## config.mk

```make
export PLATFORM = sky130hd
export DESIGN_NAME = pdm_port_de_mux
export DESIGN_NICKNAME = d
export VERILOG_FILES = /design/src/rtl/pdm_pkg.sv /design/src/rtl/pdm_port_de_mux.sv /design/src/rtl/pdm_spike_filter.sv
export SDC_FILE = /design/constraint.sdc
export NUM_CORES = 1
export LEC_CHECK = 0
export BUFFER_PORTS_ARGS = -buffer_cell sky130_fd_sc_hd__buf_2
export CAP_MARGIN = 10
export CORE_ASPECT_RATIO = 2
export CORE_MARGIN = 2
export CORE_UTILIZATION = 30
export CTS_BUF_LIST = sky130_fd_sc_hd__clkbuf_2 sky130_fd_sc_hd__clkbuf_4 sky130_fd_sc_hd__clkbuf_8
export DETAILED_ROUTE_END_ITERATION = 10
export PLACE_DENSITY = 0.55
export SETUP_SLACK_MARGIN = 0.05
export SLEW_MARGIN = 0
export SYNTH_ARGS = -nofsm -noshare
export SYNTH_HDL_FRONTEND = slang
export SYNTH_SLANG_ARGS = --single-unit
```

## constraint.sdc

```tcl
create_clock -name mclk -period 2.1 [get_ports mclk]
set_input_delay 0.315 -clock mclk [delete_from_list [all_inputs] [get_ports mclk]]
set_output_delay 0.315 -clock mclk [all_outputs]
set_load 0.01 [all_outputs]
```

## src/rtl/pdm_pkg.sv

```systemverilog
package pdm_pkg;
  // ==========================================================
  // Timing of the two-wire spike filter
  localparam int unsigned PDM_CLK_PERIOD_PS = 4000;   // 250 MHz system clock
  localparam int unsigned PDM_SPIKE_NS      = 50;     // Longest spike dropped
  // Longest time rounds down, at least one cycle
  localparam int unsigned PDM_SPIKE_CYC_RAW = (PDM_SPIKE_NS * 1000) / PDM_CLK_PERIOD_PS;
  localparam int unsigned PDM_SPIKE_CYC     = (PDM_SPIKE_CYC_RAW < 1) ? 1 : PDM_SPIKE_CYC_RAW;

  // ==========================================================
  // Pin indices
  localparam int unsigned PDM_PD_TWCLK   = 0;
  localparam int unsigned PDM_PD_TWDATA  = 1;
  localparam int unsigned PDM_PD_RX1     = 2;
  localparam int unsigned PDM_PD_TX1     = 3;
  localparam int unsigned PDM_PD_CAP1    = 4;
  localparam int unsigned PDM_PD_USART1_CLOCK_PIN    = 5;
  localparam int unsigned PDM_PD_T1      = 6;
  localparam int unsigned PDM_PD_T2      = 7;
  localparam int unsigned PDM_PE_TX0     = 1;
  localparam int unsigned PDM_PE_USART0_CLOCK_PIN    = 2;
  localparam int unsigned PDM_PE_MA      = 3;
  localparam int unsigned PDM_PE_MB      = 4;
  localparam int unsigned PDM_PE_MC      = 5;
  localparam int unsigned PDM_PE_T3      = 6;
  localparam int unsigned PDM_PE_CAP3    = 7;

  // ==========================================================
  // Reset values
  localparam logic [7:0] PDM_RST_BYTE    = 8'h00;
  localparam logic       PDM_RST_LINE    = 1'b1;   // Two-wire lines idle high

  // Filter state
  typedef enum logic [0:0] {
    PDM_FLT_STABLE  = 1'b0,
    PDM_FLT_PENDING = 1'b1
  } pdm_flt_state_t;
endpackage : pdm_pkg

```

## src/rtl/pdm_port_de_mux.sv

```systemverilog
// How it works
// - Port D pin 4 synchronized value feeds timer 1 capture input.
// - Port D pins 3..0 feed interrupts 3..0; enabled interrupt forces input enable.
// - USART1 transmit forces pin D3 output with transmit data, pull-up off.
// - USART1 receive forces pin D2 input; pull-up follows data bit unless globally off.
// - Two-wire enable makes D1 open-drain data: value 0, direction from drive.
// - Two-wire enable makes D0 open-drain clock: value 0, direction from drive.
// - Both two-wire inputs drop pulses shorter than 50 ns while enabled.
// - Filters sit only on the two-wire path; port input path unfiltered.
// - Port E pins 7..4 feed interrupts 7..4 with forced input enable.
// - Port E pin 7 feeds timer 3 capture input.
// - Port E pin 6 feeds timer 3 count clock.
// - Port E pin 5 carries timer 3 match C when enabled; software sets direction.
// - Port E pin 4 carries timer 3 match B when enabled; software sets direction.
// - Port E pin 3 carries timer 3 match A when enabled; software sets direction.
// - Port E pin 2 is USART0 clock in sync mode; direction bit picks way.
// - Port E pin 1 drives programming data out during serial download.
// - Otherwise port E pin 1 is USART0 transmit output while USART0 transmit is enabled.
// - Legacy mode disables timer 3 pin functions and USART0 clock pin.
// - Port D pin 5 is USART1 clock in sync mode; direction bit picks way.
// - Port D pins 7 and 6 feed timer 2 and timer 1 count clocks.
`timescale 1ns/10ps
`default_nettype none
module pdm_port_de_mux
  import pdm_pkg::*;
#(
  parameter int unsigned FILTER_CYCLES = PDM_SPIKE_CYC
) (
  input  wire logic       mclk,
  input  wire logic       rst_n,
  // General-purpose port registers
  input  wire logic [7:0] port_d_data,
  input  wire logic [7:0] port_d_dir,
  input  wire logic [7:0] port_e_data,
  input  wire logic [7:0] port_e_dir,
  input  wire logic       global_pullup_off,
  input  wire logic       legacy_mode,
  // Pad inputs
  input  wire logic [7:0] pad_d_in,
  input  wire logic [7:0] pad_e_in,
  // Peripheral controls
  input  wire logic [7:0] ext_irq_enable,
  input  wire logic       usart1_tx_enable,
  input  wire logic       usart1_rx_enable,
  input  wire logic       usart1_tx_data,
  input  wire logic       usart1_sync_select,
  input  wire logic       usart1_clk_out,
  input  wire logic       two_wire_enable,
  input  wire logic       two_wire_data_drive,
  input  wire logic       two_wire_clk_drive,
  input  wire logic       timer3_match_a_en,
  input  wire logic       timer3_match_a_out,
  input  wire logic       timer3_match_b_en,
  input  wire logic       timer3_match_b_out,
  input  wire logic       timer3_match_c_en,
  input  wire logic       timer3_match_c_out,
  input  wire logic       usart0_sync_select,
  input  wire logic       usart0_clk_out,
  input  wire logic       usart0_tx_enable,
  input  wire logic       usart0_tx_data,
  input  wire logic       serial_prog_active,
  input  wire logic       serial_prog_out,
  // Pad controls
  output logic      [7:0] pad_d_out,
  output logic      [7:0] pad_d_oe,
  output logic      [7:0] pad_d_pullup,
  output logic      [7:0] pad_e_out,
  output logic      [7:0] pad_e_oe,
  output logic      [7:0] pad_e_pullup,
  // Synchronized port read-back
  output logic      [7:0] port_d_pins,
  output logic      [7:0] port_e_pins,
  // Peripheral inputs
  output logic      [7:0] ext_irq_in,
  output logic            timer1_capture_in,
  output logic            timer3_capture_in,
  output logic            timer1_count_clk,
  output logic            timer2_count_clk,
  output logic            timer3_count_clk,
  output logic            usart1_rx_data,
  output logic            usart1_clock_pin,
  output logic            usart0_clock_pin,
  output logic            two_wire_data_in,
  output logic            two_wire_clk_in
);

  // ==========================================================
  // Override selection per control
  function automatic logic ovr(input logic en, input logic val, input logic dflt);
    ovr = en ? val : dflt;
  endfunction : ovr

  // Pull-up a plain input gets from its port bits
  function automatic logic pu_dflt(input logic data, input logic dir, input logic off);
    pu_dflt = data & ~dir & ~off;
  endfunction : pu_dflt

  // ==========================================================
  // Three-stage pad synchronizers
  logic [7:0] d_s1_r, d_s2_r, d_s3_r;
  logic [7:0] e_s1_r, e_s2_r, e_s3_r;
  logic [7:0] d_pin_r, e_pin_r;
  wire  logic [7:0] d_pin_nxt;
  wire  logic [7:0] e_pin_nxt;

  // Idle-high lines start high: no false start bit or bus edge after reset
  localparam logic [7:0] D_SYNC_RST = {5'h00, {3{PDM_RST_LINE}}};

  // Change accepted once second and third stages agree
  assign d_pin_nxt = (d_s2_r & d_s3_r) | (d_pin_r & (d_s2_r ^ d_s3_r));
  assign e_pin_nxt = (e_s2_r & e_s3_r) | (e_pin_r & (e_s2_r ^ e_s3_r));

  // Port D synchronizer
  always_ff @(posedge mclk) begin
    if (!rst_n) begin
      d_s1_r  <= D_SYNC_RST;
      d_s2_r  <= D_SYNC_RST;
      d_s3_r  <= D_SYNC_RST;
      d_pin_r <= D_SYNC_RST;
    end else begin
      d_s1_r  <= pad_d_in;
      d_s2_r  <= d_s1_r;
      d_s3_r  <= d_s2_r;
      d_pin_r <= d_pin_nxt;
    end
  end

  // Port E synchronizer
  always_ff @(posedge mclk) begin
    if (!rst_n) begin
      e_s1_r  <= PDM_RST_BYTE;
      e_s2_r  <= PDM_RST_BYTE;
      e_s3_r  <= PDM_RST_BYTE;
      e_pin_r <= PDM_RST_BYTE;
    end else begin
      e_s1_r  <= pad_e_in;
      e_s2_r  <= e_s1_r;
      e_s3_r  <= e_s2_r;
      e_pin_r <= e_pin_nxt;
    end
  end

  // ==========================================================
  // Override enables and values, port D
  wire logic [7:0] d_pu_oe, d_pu_ov, d_dd_oe, d_dd_ov, d_pv_oe, d_pv_ov, d_die_oe;
  wire logic       pu_ok_2, pu_ok_1, pu_ok_0;
  wire logic       t3_pins_on;
  wire logic       usart0_clock_pin_on;

  assign pu_ok_2 = port_d_data[PDM_PD_RX1] & ~global_pullup_off;
  assign pu_ok_1 = port_d_data[PDM_PD_TWDATA] & ~global_pullup_off;
  assign pu_ok_0 = port_d_data[PDM_PD_TWCLK] & ~global_pullup_off;

  // Pull-up override enables and values
  assign d_pu_oe = {4'h0, usart1_tx_enable, usart1_rx_enable,
                    two_wire_enable, two_wire_enable};
  assign d_pu_ov = {4'h0, 1'b0, pu_ok_2, pu_ok_1, pu_ok_0};
  // Direction override enables and values
  assign d_dd_oe = d_pu_oe;
  assign d_dd_ov = {4'h0, 1'b1, 1'b0,
                    two_wire_data_drive, two_wire_clk_drive};
  // Output value override enables and values
  assign d_pv_oe = {2'h0, usart1_sync_select, 1'b0, usart1_tx_enable, 1'b0,
                    two_wire_enable, two_wire_enable};
  assign d_pv_ov = {2'h0, usart1_clk_out, 1'b0, usart1_tx_data, 1'b0,
                    1'b0, 1'b0};
  // Interrupt enables force digital input on
  assign d_die_oe = {4'h0, ext_irq_enable[3:0]};

  // ==========================================================
  // Override enables and values, port E
  wire logic [7:0] e_pv_oe, e_pv_ov, e_die_oe;
  wire logic       tx0_on;

  assign t3_pins_on = ~legacy_mode;
  assign usart0_clock_pin_on    = usart0_sync_select & ~legacy_mode;
  assign tx0_on     = serial_prog_active | usart0_tx_enable;
  assign e_pv_oe = {2'h0,
                    timer3_match_c_en & t3_pins_on,
                    timer3_match_b_en & t3_pins_on,
                    timer3_match_a_en & t3_pins_on,
                    usart0_clock_pin_on, tx0_on, 1'b0};
  assign e_pv_ov = {2'h0, timer3_match_c_out, timer3_match_b_out, timer3_match_a_out,
                    usart0_clk_out,
                    serial_prog_active ? serial_prog_out : usart0_tx_data,
                    1'b0};
  assign e_die_oe = {ext_irq_enable[7:4], 4'h0};

  // ==========================================================
  // Final pad control selection
  logic [7:0] d_out_nxt, d_oe_nxt, d_pu_nxt, e_out_nxt, e_oe_nxt, e_pu_nxt;
  logic [7:0] d_die, e_die;

  always_comb begin
    for (int i = 0; i < 8; i++) begin
      d_out_nxt[i] = ovr(d_pv_oe[i], d_pv_ov[i], port_d_data[i]);
      d_oe_nxt[i]  = ovr(d_dd_oe[i], d_dd_ov[i], port_d_dir[i]);
      d_pu_nxt[i]  = ovr(d_pu_oe[i], d_pu_ov[i], pu_dflt(port_d_data[i], port_d_dir[i], global_pullup_off));
      d_die[i]     = ovr(d_die_oe[i], 1'b1, 1'b1);
      e_out_nxt[i] = ovr(e_pv_oe[i], e_pv_ov[i], port_e_data[i]);
      e_oe_nxt[i]  = port_e_dir[i];
      e_pu_nxt[i]  = pu_dflt(port_e_data[i], port_e_dir[i], global_pullup_off);
      e_die[i]     = ovr(e_die_oe[i], 1'b1, 1'b1);
    end
    // Transmit line is an output while in use
    if (tx0_on) begin
      e_oe_nxt[PDM_PE_TX0] = 1'b1;
      e_pu_nxt[PDM_PE_TX0] = 1'b0;
    end
  end

  // Input enable stays on: no sleep gating in this block
  wire logic [7:0] d_in_gated;
  wire logic [7:0] e_in_gated;
  assign d_in_gated = d_pin_r & d_die;
  assign e_in_gated = e_pin_r & e_die;

  // ==========================================================
  // Two-wire spike filters on the peripheral path only
  wire logic tw_data_flt;
  wire logic tw_clk_flt;

  pdm_spike_filter #(
    .CYCLES (FILTER_CYCLES)
  ) u_flt_data (
    .mclk   (mclk),
    .rst_n  (rst_n),
    .enable (two_wire_enable),
    .din    (d_pin_r[PDM_PD_TWDATA]),
    .dout   (tw_data_flt)
  );

  pdm_spike_filter #(
    .CYCLES (FILTER_CYCLES)
  ) u_flt_clk (
    .mclk   (mclk),
    .rst_n  (rst_n),
    .enable (two_wire_enable),
    .din    (d_pin_r[PDM_PD_TWCLK]),
    .dout   (tw_clk_flt)
  );

  // ==========================================================
  // Pad control registers
  always_ff @(posedge mclk) begin
    if (!rst_n) begin
      pad_d_out         <= PDM_RST_BYTE;
      pad_d_oe          <= PDM_RST_BYTE;
      pad_d_pullup      <= PDM_RST_BYTE;
      pad_e_out         <= PDM_RST_BYTE;
      pad_e_oe          <= PDM_RST_BYTE;
      pad_e_pullup      <= PDM_RST_BYTE;
    end else begin
      pad_d_out         <= d_out_nxt;
      pad_d_oe          <= d_oe_nxt;
      pad_d_pullup      <= d_pu_nxt;
      pad_e_out         <= e_out_nxt;
      pad_e_oe          <= e_oe_nxt;
      pad_e_pullup      <= e_pu_nxt;
    end
  end

  // Port read-back and interrupt inputs
  always_ff @(posedge mclk) begin
    if (!rst_n) begin
      port_d_pins       <= PDM_RST_BYTE;
      port_e_pins       <= PDM_RST_BYTE;
      ext_irq_in        <= PDM_RST_BYTE;
    end else begin
      port_d_pins       <= d_pin_r;
      port_e_pins       <= e_pin_r;
      ext_irq_in        <= {e_in_gated[7:4], d_in_gated[3:0]};
    end
  end

  // Timer capture and count inputs
  always_ff @(posedge mclk) begin
    if (!rst_n) begin
      timer1_capture_in <= 1'b0;
      timer3_capture_in <= 1'b0;
      timer1_count_clk  <= 1'b0;
      timer2_count_clk  <= 1'b0;
      timer3_count_clk  <= 1'b0;
    end else begin
      timer1_capture_in <= d_in_gated[PDM_PD_CAP1];
      timer3_capture_in <= e_in_gated[PDM_PE_CAP3] & t3_pins_on;
      timer1_count_clk  <= d_in_gated[PDM_PD_T1];
      timer2_count_clk  <= d_in_gated[PDM_PD_T2];
      timer3_count_clk  <= e_in_gated[PDM_PE_T3] & t3_pins_on;
    end
  end

  // Serial and two-wire inputs
  always_ff @(posedge mclk) begin
    if (!rst_n) begin
      usart1_rx_data    <= 1'b1;
      usart1_clock_pin  <= 1'b0;
      usart0_clock_pin  <= 1'b0;
      two_wire_data_in  <= PDM_RST_LINE;
      two_wire_clk_in   <= PDM_RST_LINE;
    end else begin
      usart1_rx_data    <= d_in_gated[PDM_PD_RX1];
      usart1_clock_pin  <= d_in_gated[PDM_PD_USART1_CLOCK_PIN] & usart1_sync_select;
      usart0_clock_pin  <= e_in_gated[PDM_PE_USART0_CLOCK_PIN] & usart0_clock_pin_on;
      two_wire_data_in  <= tw_data_flt;
      two_wire_clk_in   <= tw_clk_flt;
    end
  end
endmodule : pdm_port_de_mux
`default_nettype wire

```

## src/rtl/pdm_spike_filter.sv

```systemverilog
`timescale 1ns/10ps
`default_nettype none
module pdm_spike_filter
  import pdm_pkg::*;
#(
  parameter int unsigned CYCLES = PDM_SPIKE_CYC
) (
  input  wire logic mclk,
  input  wire logic rst_n,
  input  wire logic enable,
  input  wire logic din,
  output var  logic dout
);
  localparam int unsigned CW = $clog2(CYCLES + 1);

  pdm_flt_state_t  state_r;
  pdm_flt_state_t  state_nxt;
  logic [CW-1:0]   cnt_r;
  logic [CW-1:0]   cnt_nxt;
  logic            out_nxt;
  wire logic       differs;
  wire logic       done;

  // Change detection and hold-time reached
  assign differs = (din != dout);
  assign done    = (cnt_r >= CW'(CYCLES));

  // ==========================================================
  // Next state: a level must hold for CYCLES+1 cycles before passing
  always_comb begin
    state_nxt = state_r;
    cnt_nxt   = cnt_r;
    out_nxt   = dout;
    case (state_r)
      PDM_FLT_STABLE: begin
        cnt_nxt = CW'(1);
        if (differs && enable) begin
          state_nxt = PDM_FLT_PENDING;
        end else if (differs) begin
          out_nxt = din;                  // Filter bypassed while disabled
        end
      end
      PDM_FLT_PENDING: begin
        if (!differs) begin
          state_nxt = PDM_FLT_STABLE;     // Short spike dropped
        end else if (done) begin
          out_nxt   = din;
          state_nxt = PDM_FLT_STABLE;
        end else begin
          cnt_nxt = cnt_r + CW'(1);
        end
      end
      default: begin
        state_nxt = PDM_FLT_STABLE;
      end
    endcase
  end

  // Registers
  always_ff @(posedge mclk) begin
    if (!rst_n) begin
      state_r <= PDM_FLT_STABLE;
      cnt_r   <= '0;
      dout    <= PDM_RST_LINE;
    end else begin
      state_r <= state_nxt;
      cnt_r   <= cnt_nxt;
      dout    <= out_nxt;
    end
  end
endmodule : pdm_spike_filter
`default_nettype wire

```

==> Implementation_results.wiki <==
{| class="wikitable"
! Metric !! Value
|-
| Total wire length || about 9000 µm
|-
| GPL Wtd Cong || 0.755
|-
| WP buf/inv || 1
|-
| Crit. End Element || output pin
|-
| R2R Path Start || u_flt_data.cnt_r[3]
|-
| CTS H-Tree Depth || 4
|-
| M2 GR Usage || ~18%
|-
| Relative slew slack || 56.3%
|-
| Synth Area per Inst || 11.5 µm²
|-
| Share of the synthesized area in the top cell type || 63.8%
|-
| Via count of the first global-routing pass || 3025
|-
| Number of cell rows || 64
|-
| Worst Path Max Fanout || 2
|-
| Synthesized instance count || 402
|-
| Synth async-reset ratio || 0%
|-
| Total placed cells including tap cells || 731
|-
| Critical Path Stages || 1
|-
| Clock tree skew after final layout || 0.00729 ns
|-
| Count of flip-flops with a built-in enable after synthesis || 0
|-
| Count of clock tree sinks || 147
|-
| Number of optimization iterations in the first detailed-route pass || 6
|-
| Tightest Pin Transition || 0.656 ns
|-
| Core Region || around 0.015 mm²
|-
| Met1 track utilization from global routing || 14.3%
|-
| Post-DP HPWL || 6420 µm
|-
| Post-layout util || 39.3%
|-
| Die Footprint || 0.0164 mm²
|-
| TritonCTS clock tree || done
|-
| Number of unique standard cell types used by synthesis || 30
|-
| Resized cells post-CTS || 0
|-
| Total number of vias || 3135
|-
| Die Wd || slightly above 90 µm
|-
| Aggregate global-route resource usage || between 10 and 15%
|-
| Number of storage elements in the synthesis netlist || 147
|-
| Slowest library cell on the worst path || dfxtp_1
|-
| Area after detailed placement || 0.00551 mm²
|-
| Setup Total Neg Slack || 0 ns
|-
| Ys flop type || dfxtp_1
|-
| Number of buffers on the longest clock path || 2
|-
| Type of the worst setup path || flop to output pin
|-
| Combined area of all synthesized cells || between 0.004 and 0.005 mm²
|-
| Number of buffers inserted by post-CTS setup repair || 0
|-
| Finish-stage setup viols || 0
|-
| Antenna Cells || 0
|-
| Worst hold-check slack || 0.0593 ns
|-
| Number of antenna violations at the first check in global routing || 1
|-
| First-pass GRT wire length || between 10000 and 15000 µm
|-
| Top-level I/O count || 162
|-
| DRC violation count after routing || 0
|-
| Average wire per standard cell || 11.8 µm
|-
| Data arrival time of the worst path || 0.93 ns
|-
| Total clock buffers created by CTS || 17
|-
| RSZ-0062 raised after global routing || no
|-
| Sequential share of the synthesized area || between 60% and 70%
|-
| Timing startpoint of the critical path || port_e_pins[6]
|-
| Root cell of the clock tree || clkbuf_8
|-
| Crit Reg-Reg Endpoint || u_flt_data.dout
|-
| Antenna-violating nets left || 0
|-
| Met3 layer usage reported by global route || 4.83%
|-
| Maximum number of pins on one net before global-route repair || 43
|-
| Max-slew violation count || 0
|-
| Count of final hold-check violations || 0
|-
| Clock-pin transition on the worst setup and hold timing paths || ~0.080 ns
|-
| Final cell area excluding filler cells || 0.00595 mm²
|-
| Library cell with the highest instance count after synthesis || dfxtp_1
|-
| Delay of the slowest cell on the worst path || 0.37 ns
|-
| Total of max-cap violations || 0
|-
| Post-synth top area cell || dfxtp_1
|-
| Initial core utilization || approximately 30%
|-
| Flop2flop setup slack || slightly above 0.9 ns
|-
| Yosys Warn Count || 0
|-
| Post-detailed-route via-to-cell ratio || 4.11
|-
| Initial DRC count || 97
|-
| Capture point of the critical path || ext_irq_in[6]
|-
| Leakage power || 0.00279 µW
|-
| Power per unit of standard cell area || around 940 mW/mm²
|-
| Dominant cells by area after synthesis || dfxtp_1 (64%), and2_1 (10%), ha_1 (4.9%), nand2b_1 (2.7%), a21oi_1 (2.4%)
|-
| Maximum resistive drop on vdd || 0.000442 V
|-
| Area Growth Syn to Fin || 29.1%
|-
| Floorplan die height || roughly 180 µm
|-
| Proportion of layout cells with a drive suffix above 1 || 34.8%
|-
| Part of the cycle the worst path needs || 59.3%
|-
| Worst Reg2Reg Path Length in Cells || 3
|-
| Dominant delay contributor by cell family on the critical path || flip-flops
|-
| Type of the worst min-delay path || primary input to flop
|-
| Critical path launch point type || flop
|-
| Start point of the worst hold path || port_e_dir[7]
|-
| Period minus WS final || 1.25 ns
|-
| Maximum operating frequency || about 800 MHz
|-
| Cts hold-fix bufs || 0
|-
| Req. time, crit path || 1.78 ns
|-
| Final net count || 650
|-
| Most utilized layer in the global route result || met2
|-
| Syn nets || 500
|-
| Cell chain of the critical path || buf_2
|-
| Status || finished, final reports clean
|-
| Most numerous cell types in the synthesized netlist || dfxtp_1 (147), and2_1 (74), nor2_1 (27)
|-
| Final std cells w/o fill || 762
|-
| Buffers added on ports || 153
|-
| Residual overflow from global routing || 0
|-
| Clock latency of the later-clocked register in the worst-skew pair || 0.42 ns
|}
-- how the worst min path moves through the flow --
| stage | endpoint | depth (start not counted) |
|---|---|---|
| 3_3_place_gp | d_s2_r[1] | 1 |
| 2_1_floorplan | d_s2_r[0] | 1 |
| 6_report | pad_e_pullup[7] | 2 |
| 3_5_place_dp | d_s2_r[2] | 1 |
| 5_1_grt | pad_d_pullup[5] | 2 |
| 4_1_cts | pad_e_pullup[7] | 2 |
-- placed cells by master, fill, tap and decap left out, types with 5 or more instances in the layout --
cell / n
and3_1: 6
buf_2: 153
nor2_1: 27
a21oi_1: 22
nand2b_1: 20
clkbuf_8: 20
nor2b_1: 5
dfxtp_1: 147
mux2i_1: 6
ha_1: 18
nand2_1: 5
and2_1: 74
nor3b_1: 14
-- cell type report --
type / count / area [µm²]
clock buffer: 22 / 290
clock inverter: 9 / 153
fill: 1525 / 9190
inverter: 1 / 3.75
multi-input combinational: 228 / 1520
sequential: 147 / 2940
tap: 198 / 248
timing repair buffer: 157 / 796
-- through the flow --
stage / setup WS (ns) / total power, µW
after floorplan: 0.942 / 3130
after global placement: 0.583 / 3290
after detailed placement: 0.433 / 3290
after CTS: 0.814 / 5710
after global routing: 0.784 / 5870
final: 0.854 / 5600
-- power by group --
group          total, µW  switching (µW)  internal (µW)
Clock               2380             971           1410
Sequential          2910            29.9           2880
Combinational        313             157            155
Total               5600            1160           4440
-- flip-flops by register name, summed over array words and instances, names as in the netlist, 8 cells and up --
register and count:
e_s3_r 8, e_s2_r 8, e_in_gated 8, d_s1_r 8
pad_e_out 8, pad_e_oe 8, d_s2_r 8, d_s3_r 8
pad_d_out 8, d_in_gated 8, pad_d_oe 8, port_e_pins 8
pad_e_pullup 8, e_s1_r 8, pad_d_pullup 8
-- metal layers --
layer	part of all wire (%)	wire (µm)	vias to the layer above
met2	43	3830	148
met4	1.2	108	2
li1	-	-	1598
met1	46	4160	1379
met5	0.14	13	-
met3	9.6	859	8
-- cells by family after synthesis --
logic type | after synthesis | synth area share (%)
and+or+nand+nor | 164 | 21.1
DFF | 147 | 63.8
AOI/OAI and AO/OA | 33 | 4.10
buffers and inverters | 27 | 3.26
adders and majority gates | 18 | 4.89
muxes | 9 | 2.04
xor gates and xnor gates | 4 | 0.760
Power figures use the tool's default switching activity.
